--- src/rtl/run_state_pkg.sv ---
// package: types, constants and timing counts for the engine run-state qualifier
// assumes a 20 MHz core clock and a 10 ms evaluation tick
package run_state_pkg;

   // =====================================================
   // timing
   localparam int unsigned CLK_HZ          = 20_000_000;
   localparam int unsigned TICK_MS         = 10;
   localparam int unsigned TICK_CYCLES     = CLK_HZ / 1000 * TICK_MS;
   localparam int unsigned OUT_TOL_MS      = 2000;
   localparam int unsigned IN_TOL_MS       = 500;
   localparam int unsigned STOP_QUAL_MS    = 5000;
   localparam int unsigned RUN_QUAL_MS     = 200;
   localparam int unsigned BLINK_MS        = 500;
   localparam int unsigned OUT_TOL_TICKS   = OUT_TOL_MS / TICK_MS;
   localparam int unsigned IN_TOL_TICKS    = (IN_TOL_MS + TICK_MS - 1) / TICK_MS;
   localparam int unsigned STOP_QUAL_TICKS = STOP_QUAL_MS / TICK_MS;
   localparam int unsigned RUN_QUAL_TICKS  = (RUN_QUAL_MS + TICK_MS - 1) / TICK_MS;
   localparam int unsigned BLINK_TICKS     = BLINK_MS / TICK_MS;

   localparam int unsigned TICK_W  = 18;
   localparam int unsigned TMR_W   = 16;
   localparam int unsigned MEAS_W  = 16;
   localparam int unsigned EVT_EN_BIT = 2;
   localparam logic [7:0] ENGINE_TYPE_NONE = 8'h00;

   // =====================================================
   // types
   typedef enum logic [1:0] {
      ENG_STOPPED,
      ENG_MOVING,
      ENG_RUNNING
   } eng_state_t;

   typedef enum logic [1:0] {
      GEN_ABSENT,
      GEN_LOW,
      GEN_IN_TOL,
      GEN_HIGH
   } band_t;

   typedef enum logic [1:0] {
      GS_OUT_STEADY,
      GS_TRANSIENT,
      GS_IN_STEADY
   } gen_state_t;

   // measurements
   typedef struct packed {
      logic [MEAS_W-1:0] speed;
      logic [MEAS_W-1:0] dplus;
      logic [MEAS_W-1:0] volt_l1;
      logic [MEAS_W-1:0] volt_l2;
      logic [MEAS_W-1:0] volt_l3;
      logic [MEAS_W-1:0] freq;
      logic              oil_low_pressure_switch;
      logic              oil_min_pressure_switch;
      logic              oil_below_min;
      logic              can_started;
   } meas_t;

   // configuration
   typedef struct packed {
      logic [MEAS_W-1:0] speed_lo;
      logic [MEAS_W-1:0] speed_hi;
      logic [MEAS_W-1:0] dplus_lo;
      logic [MEAS_W-1:0] dplus_hi;
      logic [MEAS_W-1:0] volt_lo;
      logic [MEAS_W-1:0] volt_hi;
      logic [MEAS_W-1:0] freq_lo;
      logic [MEAS_W-1:0] freq_hi;
      logic [7:0]        pickup_teeth;
      logic [MEAS_W-1:0] rpm_per_volt;
      logic [MEAS_W-1:0] rpm_per_hz;
      logic [7:0]        engine_type;
      logic              charger_dplus_input_function;
      logic              oil_switches_fitted;
      logic              oil_meas_available;
      logic [TMR_W-1:0]  oil_delay_ticks;
      logic [TMR_W-1:0]  in_thr_delay_ticks;
      logic [7:0]        event_enable_mask;
   } cfg_t;

   // generator tolerance status
   typedef struct packed {
      band_t volt_global;
      band_t freq;
   } gen_status_t;

endpackage : run_state_pkg

--- src/rtl/engine_run_state_qualifier.sv ---
// engine run-state qualifier and generator tolerance timing
// assumes synchronous measurement inputs on core_clk_in; pins pass 2-flop sync
//
// Functional notes
// generator steady out of tolerance after two seconds continuously not in tolerance
// steady out: lamp off if voltage and frequency absent, else blinking
// steady in tolerance after 0.5 s of both in tolerance; lamp steadily on
// lamp blinks while moving between the two steady states
// with event mask bit 2, each status change logs one of three events
// in-threshold output after tolerance held for configured qualification time
// stopped allows starter; running drops starter and blocks restart
// in movement keeps active starter, blocks a new start
// two-threshold check needs both thresholds nonzero and upper above lower
// speed check enabled by speed measurement or CAN link; three speed bands
// D+ check only with D+ analogue input assigned; three bands
// oil check needs delay and sensors; moving after pressure held for delay
// voltage check: all phases low stopped, any above upper running
// frequency check: stopped below lower, moving between, running above upper
// CAN check reports running on started; ignored when engine type is 0
// combined stopped after all enabled checks stopped for five seconds
// combined moving when any enabled check moves or runs and running is not yet qualified
// combined running after any check running for 0.2 seconds
// timers advance on periodic tick; reset clears timers, sets engine to stopped, generator to steady out
`timescale 1ns/1ns
`default_nettype none
module engine_run_state_qualifier (
   input  wire logic                       core_clk_in,                // system clock
   input  wire logic                       rst_in,                     // async reset, high
   input  wire run_state_pkg::meas_t       meas_in,                    // measurements
   input  wire run_state_pkg::cfg_t        cfg_in,                     // parameters
   input  wire run_state_pkg::gen_status_t gen_status_in,              // tolerance bands
   input  wire logic                       start_request_in,           // starter demanded
   output var  run_state_pkg::eng_state_t  engine_state_out,           // combined state
   output var  logic                       starter_cmd_out,            // starter command
   output var  run_state_pkg::gen_state_t  gen_state_out,              // generator state
   output var  logic                       gen_present_lamp_out,       // live lamp
   output var  logic                       gen_in_threshold_output_out,// in thresholds
   output var  logic                       evt_gen_voltage_lacking_out,  // event pulse
   output var  logic                       evt_gen_out_of_tolerance_out, // event pulse
   output var  logic                       evt_gen_within_tolerance_out  // event pulse
);
   import run_state_pkg::*;

   // =====================================================
   // state record
   typedef struct packed {
      // pin synchroniser and evaluation tick counter
      logic [1:0]        sw_sync1;
      logic [1:0]        sw_sync2;
      logic [TICK_W-1:0] tick_cnt;
      logic              tick;
      // qualification timers and lamp blink phase
      logic [TMR_W-1:0]  oil_tmr;
      logic [TMR_W-1:0]  stop_tmr;
      logic [TMR_W-1:0]  run_tmr;
      logic [TMR_W-1:0]  out_tmr;
      logic [TMR_W-1:0]  in_tmr;
      logic [TMR_W-1:0]  thr_tmr;
      logic [TMR_W-1:0]  blink_tmr;
      logic              blink;
      // outputs and last event code
      eng_state_t        eng;
      logic              starter;
      gen_state_t        gen;
      logic              lamp;
      logic              in_thr;
      logic [1:0]        last_evt;
      logic              evt_lack;
      logic              evt_out;
      logic              evt_in;
   } state_t;

   state_t st;
   state_t next_st;

   // =====================================================
   // helpers
   function automatic logic [TMR_W-1:0] sat_inc(input logic [TMR_W-1:0] v);
      sat_inc = (v == {TMR_W{1'b1}}) ? v : v + 16'h0001;
   endfunction : sat_inc

   function automatic logic is_moving_or_run(input eng_state_t s);
      is_moving_or_run = (s != ENG_STOPPED);
   endfunction : is_moving_or_run

   // =====================================================
   // instantaneous checks
   logic       spd_en;
   logic       dp_en;
   logic       v_en;
   logic       f_en;
   eng_state_t spd_s;
   eng_state_t dp_s;
   eng_state_t f_s;
   eng_state_t v_s;
   eng_state_t v1_s;
   eng_state_t v2_s;
   eng_state_t v3_s;
   logic       spd_avail;
   logic       can_en;

   assign can_en    = (cfg_in.engine_type != ENGINE_TYPE_NONE);
   assign spd_avail = (cfg_in.pickup_teeth != 8'h00) || (cfg_in.rpm_per_volt != 16'h0000) ||
                      (cfg_in.rpm_per_hz != 16'h0000) || can_en;

   two_thr_check u_speed (
      .value_in    (meas_in.speed),
      .lo_in       (cfg_in.speed_lo),
      .hi_in       (cfg_in.speed_hi),
      .avail_in    (spd_avail),
      .enabled_out (spd_en),
      .state_out   (spd_s)
   );

   two_thr_check u_dplus (
      .value_in    (meas_in.dplus),
      .lo_in       (cfg_in.dplus_lo),
      .hi_in       (cfg_in.dplus_hi),
      .avail_in    (cfg_in.charger_dplus_input_function),
      .enabled_out (dp_en),
      .state_out   (dp_s)
   );

   two_thr_check u_freq (
      .value_in    (meas_in.freq),
      .lo_in       (cfg_in.freq_lo),
      .hi_in       (cfg_in.freq_hi),
      .avail_in    (1'b1),
      .enabled_out (f_en),
      .state_out   (f_s)
   );

   two_thr_check u_volt1 (
      .value_in    (meas_in.volt_l1),
      .lo_in       (cfg_in.volt_lo),
      .hi_in       (cfg_in.volt_hi),
      .avail_in    (1'b1),
      .enabled_out (v_en),
      .state_out   (v1_s)
   );

   two_thr_check u_volt2 (
      .value_in    (meas_in.volt_l2),
      .lo_in       (cfg_in.volt_lo),
      .hi_in       (cfg_in.volt_hi),
      .avail_in    (1'b1),
      .enabled_out (),
      .state_out   (v2_s)
   );

   two_thr_check u_volt3 (
      .value_in    (meas_in.volt_l3),
      .lo_in       (cfg_in.volt_lo),
      .hi_in       (cfg_in.volt_hi),
      .avail_in    (1'b1),
      .enabled_out (),
      .state_out   (v3_s)
   );

   // any phase above upper runs, any above lower moves
   always_comb begin
      if (v1_s == ENG_RUNNING || v2_s == ENG_RUNNING || v3_s == ENG_RUNNING) begin
         v_s = ENG_RUNNING;
      end else if (is_moving_or_run(v1_s) || is_moving_or_run(v2_s) || is_moving_or_run(v3_s)) begin
         v_s = ENG_MOVING;
      end else begin
         v_s = ENG_STOPPED;
      end
   end

   // =====================================================
   // next state
   logic       oil_en;
   logic       oil_low;
   logic       any_run;
   logic       any_move;
   logic       all_stop;
   logic       gen_all_in;
   logic       gen_absent;
   logic       gen_changed;
   logic [1:0] evt_code;
   logic       stop_qual;
   logic       run_qual;
   logic       in_qual;
   logic       out_qual;

   always_comb begin
      next_st = st;
      next_st.sw_sync1 = {meas_in.oil_low_pressure_switch, meas_in.oil_min_pressure_switch};
      next_st.sw_sync2 = st.sw_sync1;

      // one-cycle event pulses
      next_st.evt_lack = 1'b0;
      next_st.evt_out  = 1'b0;
      next_st.evt_in   = 1'b0;

      // periodic evaluation tick
      if (st.tick_cnt == TICK_W'(TICK_CYCLES - 1)) begin
         next_st.tick_cnt = '0;
         next_st.tick     = 1'b1;
      end else begin
         next_st.tick_cnt = st.tick_cnt + 18'h00001;
         next_st.tick     = 1'b0;
      end

      // oil: switches active means pressure low
      oil_en  = (cfg_in.oil_delay_ticks != 16'h0000) &&
                (cfg_in.oil_switches_fitted || cfg_in.oil_meas_available);
      oil_low = (cfg_in.oil_switches_fitted && (st.sw_sync2 != 2'b00)) ||
                (cfg_in.oil_meas_available && meas_in.oil_below_min);

      any_run = (spd_en && spd_s == ENG_RUNNING) || (dp_en && dp_s == ENG_RUNNING) ||
                (v_en && v_s == ENG_RUNNING) || (f_en && f_s == ENG_RUNNING) ||
                (can_en && meas_in.can_started);
      any_move = any_run || (spd_en && spd_s == ENG_MOVING) || (dp_en && dp_s == ENG_MOVING) ||
                 (v_en && v_s == ENG_MOVING) || (f_en && f_s == ENG_MOVING) ||
                 (oil_en && !oil_low && st.oil_tmr >= cfg_in.oil_delay_ticks);
      all_stop = !any_move && !(oil_en && !oil_low);

      gen_all_in = (gen_status_in.volt_global == GEN_IN_TOL) && (gen_status_in.freq == GEN_IN_TOL);
      gen_absent = (gen_status_in.volt_global == GEN_ABSENT) && (gen_status_in.freq == GEN_ABSENT);

      // timers clear on ticks only; gate with live cause
      stop_qual = all_stop && st.stop_tmr >= TMR_W'(STOP_QUAL_TICKS);
      run_qual  = any_run && st.run_tmr >= TMR_W'(RUN_QUAL_TICKS);
      in_qual   = gen_all_in && st.in_tmr >= TMR_W'(IN_TOL_TICKS);
      out_qual  = !gen_all_in && st.out_tmr >= TMR_W'(OUT_TOL_TICKS);

      if (st.tick) begin
         next_st.oil_tmr   = (oil_en && !oil_low) ? sat_inc(st.oil_tmr) : '0;
         next_st.stop_tmr  = all_stop ? sat_inc(st.stop_tmr) : '0;
         next_st.run_tmr   = any_run ? sat_inc(st.run_tmr) : '0;
         next_st.out_tmr   = gen_all_in ? '0 : sat_inc(st.out_tmr);
         next_st.in_tmr    = gen_all_in ? sat_inc(st.in_tmr) : '0;
         next_st.thr_tmr   = gen_all_in ? sat_inc(st.thr_tmr) : '0;

         // lamp blink phase
         if (st.blink_tmr >= TMR_W'(BLINK_TICKS - 1)) begin
            next_st.blink_tmr = '0;
            next_st.blink     = !st.blink;
         end else begin
            next_st.blink_tmr = st.blink_tmr + 16'h0001;
         end
      end

      // combined engine state
      if (stop_qual) begin
         next_st.eng = ENG_STOPPED;
      end else if (run_qual) begin
         next_st.eng = ENG_RUNNING;
      end else if (any_move) begin
         next_st.eng = ENG_MOVING;
      end else begin
         next_st.eng = st.eng;
      end

      // starter gating
      case (st.eng)
         ENG_STOPPED: next_st.starter = start_request_in;
         ENG_MOVING:  next_st.starter = st.starter && start_request_in;
         ENG_RUNNING: next_st.starter = 1'b0;
         default:     next_st.starter = 1'b0;
      endcase

      // generator tolerance state
      case (st.gen)
         GS_OUT_STEADY: begin
            if (gen_all_in) begin
               next_st.gen = GS_TRANSIENT;
            end
         end

         GS_TRANSIENT: begin
            if (in_qual) begin
               next_st.gen = GS_IN_STEADY;
            end else if (out_qual) begin
               next_st.gen = GS_OUT_STEADY;
            end
         end

         GS_IN_STEADY: begin
            if (!gen_all_in) begin
               next_st.gen = GS_TRANSIENT;
            end
         end

         default: begin
            next_st.gen = GS_OUT_STEADY;
         end
      endcase

      // lamp lags the state by one cycle
      case (st.gen)
         GS_IN_STEADY:  next_st.lamp = 1'b1;
         GS_OUT_STEADY: next_st.lamp = gen_absent ? 1'b0 : st.blink;
         default:       next_st.lamp = st.blink;
      endcase

      // no delay set: immediate
      next_st.in_thr = (cfg_in.in_thr_delay_ticks == 16'h0000) ? gen_all_in :
                       (gen_all_in && st.thr_tmr >= cfg_in.in_thr_delay_ticks);

      // status change events
      // codes: 1 lacking, 2 out, 3 within
      if (gen_absent) begin
         evt_code = 2'h1;
      end else if (st.gen == GS_IN_STEADY) begin
         evt_code = 2'h3;
      end else if (st.gen == GS_OUT_STEADY) begin
         evt_code = 2'h2;
      end else begin
         evt_code = st.last_evt;
      end
      gen_changed = (evt_code != st.last_evt);
      next_st.last_evt = evt_code;

      if (gen_changed && cfg_in.event_enable_mask[EVT_EN_BIT]) begin
         next_st.evt_lack = (evt_code == 2'h1);
         next_st.evt_out  = (evt_code == 2'h2);
         next_st.evt_in   = (evt_code == 2'h3);
      end
   end

   // =====================================================
   // registers
   always_ff @(posedge core_clk_in or posedge rst_in) begin
      if (rst_in) begin
         st <= '{eng: ENG_STOPPED, gen: GS_OUT_STEADY, default: '0};
      end else begin
         st <= next_st;
      end
   end

   assign engine_state_out             = st.eng;
   assign starter_cmd_out              = st.starter;
   assign gen_state_out                = st.gen;
   assign gen_present_lamp_out         = st.lamp;
   assign gen_in_threshold_output_out  = st.in_thr;
   assign evt_gen_voltage_lacking_out  = st.evt_lack;
   assign evt_gen_out_of_tolerance_out = st.evt_out;
   assign evt_gen_within_tolerance_out = st.evt_in;

endmodule : engine_run_state_qualifier
`default_nettype wire

--- src/rtl/two_thr_check.sv ---
// two-threshold classifier: stopped / moving / running with validity
// assumes inputs from the same clock domain
`timescale 1ns/1ns
`default_nettype none
module two_thr_check (
   input  wire logic [15:0]               value_in,   // measurement
   input  wire logic [15:0]               lo_in,      // lower threshold
   input  wire logic [15:0]               hi_in,      // upper threshold
   input  wire logic                      avail_in,   // measurement exists
   output var  logic                      enabled_out,// check in use
   output var  run_state_pkg::eng_state_t state_out   // instant state
);
   import run_state_pkg::*;

   always_comb begin
      enabled_out = avail_in && (lo_in != 16'h0000) && (hi_in != 16'h0000) && (hi_in > lo_in);
      if (value_in > hi_in) begin
         state_out = ENG_RUNNING;
      end else if (value_in > lo_in) begin
         state_out = ENG_MOVING;
      end else begin
         state_out = ENG_STOPPED;
      end
   end
endmodule : two_thr_check
`default_nettype wire

--- config.mk ---
export PLATFORM = sky130hd
export DESIGN_NAME = engine_run_state_qualifier
export DESIGN_NICKNAME = d
export VERILOG_FILES = /design/src/rtl/run_state_pkg.sv /design/src/rtl/engine_run_state_qualifier.sv /design/src/rtl/two_thr_check.sv
export SDC_FILE = /design/constraint.sdc
export NUM_CORES = 1
export LEC_CHECK = 0
export ABC_AREA = 0
export BUFFER_PORTS_ARGS = -buffer_cell sky130_fd_sc_hd__buf_2
export CAP_MARGIN = 20
export CORE_ASPECT_RATIO = 0.5
export CORE_MARGIN = 1
export CORE_UTILIZATION = 60
export CTS_BUF_LIST = sky130_fd_sc_hd__clkbuf_16
export CTS_CLUSTER_SIZE = 14
export DETAILED_ROUTE_END_ITERATION = 7
export PLACE_DENSITY = 0.95
export SKIP_CTS_REPAIR_TIMING = 1
export SLEW_MARGIN = 20
export SYNTH_ARGS = -nofsm -noshare
export SYNTH_HDL_FRONTEND = slang
export SYNTH_SLANG_ARGS = --single-unit
--- constraint.sdc ---
create_clock -name core_clk_in -period 6.71 [get_ports core_clk_in]
set_input_delay 0.3355 -clock core_clk_in [delete_from_list [all_inputs] [get_ports core_clk_in]]
set_output_delay 0.3355 -clock core_clk_in [all_outputs]
set_load 0.005 [all_outputs]
==> summary.txt <==
Global route
  – Total GRT Usage: between 30% and 40%
  – Pin count of the biggest net entering global routing: 76
  – First-pass GRT wire length: between 60000 and 70000 um
  – Initial antenna violation count: 14
  – Total grt overflow: 0
  – Number of global-route vias before repair: ~15000

Yosys
  – Syn_nets: around 2400
  – Mapped Avg Cell Area: 8.43 um2
  – Syn Std Cell Area: around 15000 um2
  – EDFF count, synth: 0
  – Post-synthesis mux area share: less than 1%
  – YS warnings: 0
  – Compound-Gate Fraction of Synth Area: around 17%
  – Post-Synth Simple-Gate Area: a little under a quarter
  – Post-Synth XOR/XNOR Area: about 3.4%
  – Predominant post-synthesis flop cell: dfrtp_1
  – Number of synthesized register bits: approximately 150
  – Ys async rst share: 100%
  – Synthesized instance count: between 1500 and 2000
  – Sequential share of the synthesized area: 25.1%
  – Distinct cells, synth: slightly above 70
  – Combinational family with the most area after synthesis: adder cells
  – Post-synthesis adder-cell area fraction: 25.6%

Placed design
  – Placed inst area: between 15000 and 20000 um2
  – HPWL after DPL: 33600 um
  – RD Place Congestion: 1.01
  – I/O Buffers: around 330

Status
  – Run status: finished, final reports clean

Detailed routing
  – Post-DRT Antenna Nets: 0
  – Final WL: about 42000 um
  – First-pass DRT Iterations: 6
  – Initial drt markers: ~1400
  – Detailed-route via count: between 15000 and 20000
  – DRC viols: 0
  – Wirelength per Cell: between 15 and 20 um
  – Vias per cell: 6.18

Clock tree
  – CTS max path bufs: 2
  – Cts bufs inserted: 17
  – Worst-path clk slew: approximately 0.07 ns
  – Clock sinks: 148
  – TritonCTS clock tree: done
  – CTS root buf: clkbuf_16
  – Clk Latency, worst-skew pair: about 0.43 ns
  – H-Tree Depth: 4

Final layout
  – Commonest non-fill, non-tap cell in the layout: buf_2
  – Post-Layout Inst Area: approximately 17000 um2
  – Final core utilization: roughly 70%
  – Leading cell types in the layout, fill and taps excluded: buf_2, ha_1, inv_1
  – Layout cells sized above 1: 18.5%
  – Post-layout net count: 2700
  – Synth-to-layout area growth: 17.5%

STA
  – Max Transition Viols Final: 0
  – Max_slew headroom: between 30% and 40%
  – RSZ-0062 raised after global routing: false
  – Hold Worst Slack: 0.0198 ns
  – Number of setup violations in the final report: 0
  – Fmax: between 200 and 300 MHz
  – Worst-Margin Slew: around 1 ns
  – Fin. Hold Viols: 0
  – Crit share post-route: approximately 50%
  – Clk_skew: 0.0202 ns
  – Setup TNS: 0 ns
  – Tmin final: roughly 3.3 ns

Hold path
  – Worst hold path class: in -> async

Power and ir drop
  – Power Density: ~140 nW/um2
  – Static Leakage: between 8 and 9 nW
  – Worst vdd ir: ~0.00016 V

Setup path
  – CP Launch Type: input pin
  – Crit path capture type: flop
  – Worst-path fanout max: 20
  – Req. time, crit path: ~7 ns
  – Crit path kind: in -> reg
  – Reg2Reg Depth: 9
  – Critical path data arrival time: around 3.7 ns

Floorplan
  – Starting density of the core: 61.3%
  – Total core area: 24100 um2
  – Die W: about 220 um
  – I/O pins: 336
  – Die area: between 20000 and 30000 um2
  – Core Rows: 40
  – Die H: between 100 and 150 um

Job
  – Max Cap Viol: 0
==> cells in the mapped netlist (18+ instances only) <==
cell type    n  area share [%]
dfrtp_1    148              25
nor4_1      72             3.1
nand3_1     81             2.7
nand4_1     92             3.9
o31ai_1     18            0.92
clkbuf_1    19            0.48
xor2_1      32             1.9
or3_1       21            0.89
nor3_1      27            0.92
nand2_1    111             2.8
a21o_1      39             2.0
o211ai_1    22             1.1
inv_1      200             5.1
and3_1      23            0.98
a21oi_1    123             4.2
nor2_1     105             2.7
nor2b_1     30             1.3
ha_1       302              26
o21ai_0     72             2.4
xnor2_1     25             1.5
==> registers in the layout, summed over array words and instances (netlist names) <==
register	cells
next_st	2
st	136
engine_state_out	2
gen_state_out	2
starter_cmd_out	1
evt_gen_out_of_tolerance_out	1
gen_in_threshold_output_out	1
evt_gen_voltage_lacking_out	1
evt_gen_within_tolerance_out	1
gen_present_lamp_out	1
==> worst paths after layout <==
| kind | from | slack [ns] | to |
|---|---|---|---|
| min in group core_clk_in | meas_in[3] | 0.03 | next_st[145]$_DFF_PP0_ |
| max in group asynchronous | rst_in | 5.29 | st[66]$_DFFE_PP0P_ |
| worst max-delay path | cfg_in[217] | 3.36 | st[107]$_DFFE_PP0P_ |
| worst max register to register | st[117]$_DFFE_PP0P_ | 3.86 | st[124]$_DFFE_PP0P_ |
| worst min-delay path | rst_in | 0.02 | gen_in_threshold_output_out$_DFF_PP0_ |
| worst min register to register | next_st[145]$_DFF_PP0_ | 0.35 | st[145]$_DFF_PP0_ |
==> metal layers <==
layer	global-route usage (%)	vias up	part of all wire [%]
met5	0	-	0
met4	19.9	0	5.1
met3	5.43	185	6.3
met2	60.3	724	49
met1	39.2	6992	40
li1	-	7152	-
==> kinds of logic after synthesis <==
group | after synthesis
buffers and inverters | 231
DFF | 148
muxes | 1
and+or+nand+nor | 632
adders and majority gates | 302
AOI/OAI and AO/OA | 379
xor gates and xnor gates | 57
==> critical path, stage by stage <==
cell and delay [ns]:
buf_2 0.09, inv_1 0.05, ha_1 0.30, nand4_1 0.18, nor4_1 0.63, a211oi_1 0.17, o31ai_1 0.19, o2111a_2 0.32
and2_1 0.67, nand3_2 0.33, a221oi_1 0.37
==> per-stage QoR <==
step	power [mW]	worst slack (ns)	cells
3_5_place_dp	1.54	3.04	2388
5_1_grt	2.62	3.24	2435
6_report	2.48	3.36	2435
2_1_floorplan	1.30	2.39	1750
4_1_cts	2.48	3.44	2420
3_3_place_gp	1.51	3.10	2388
==> area by class of cell <==
type | count | area [um2]
diodes | 14 | 35.0
clock buffers | 17 | 425
clock inverters | 15 | 154
fillers | 1794 | 6750
inverters | 200 | 756
multi-input cells | 1371 | 10100
flip-flops and latches | 148 | 3700
well taps | 336 | 420
repair buffers | 334 | 1690
==> where the power goes <==
part	internal, mW	switching, mW
clock	0.550	0.389
combinational	0.262	0.348
sequential	0.910	0.0206
Note: power is estimated with default switching activity, not from simulation.
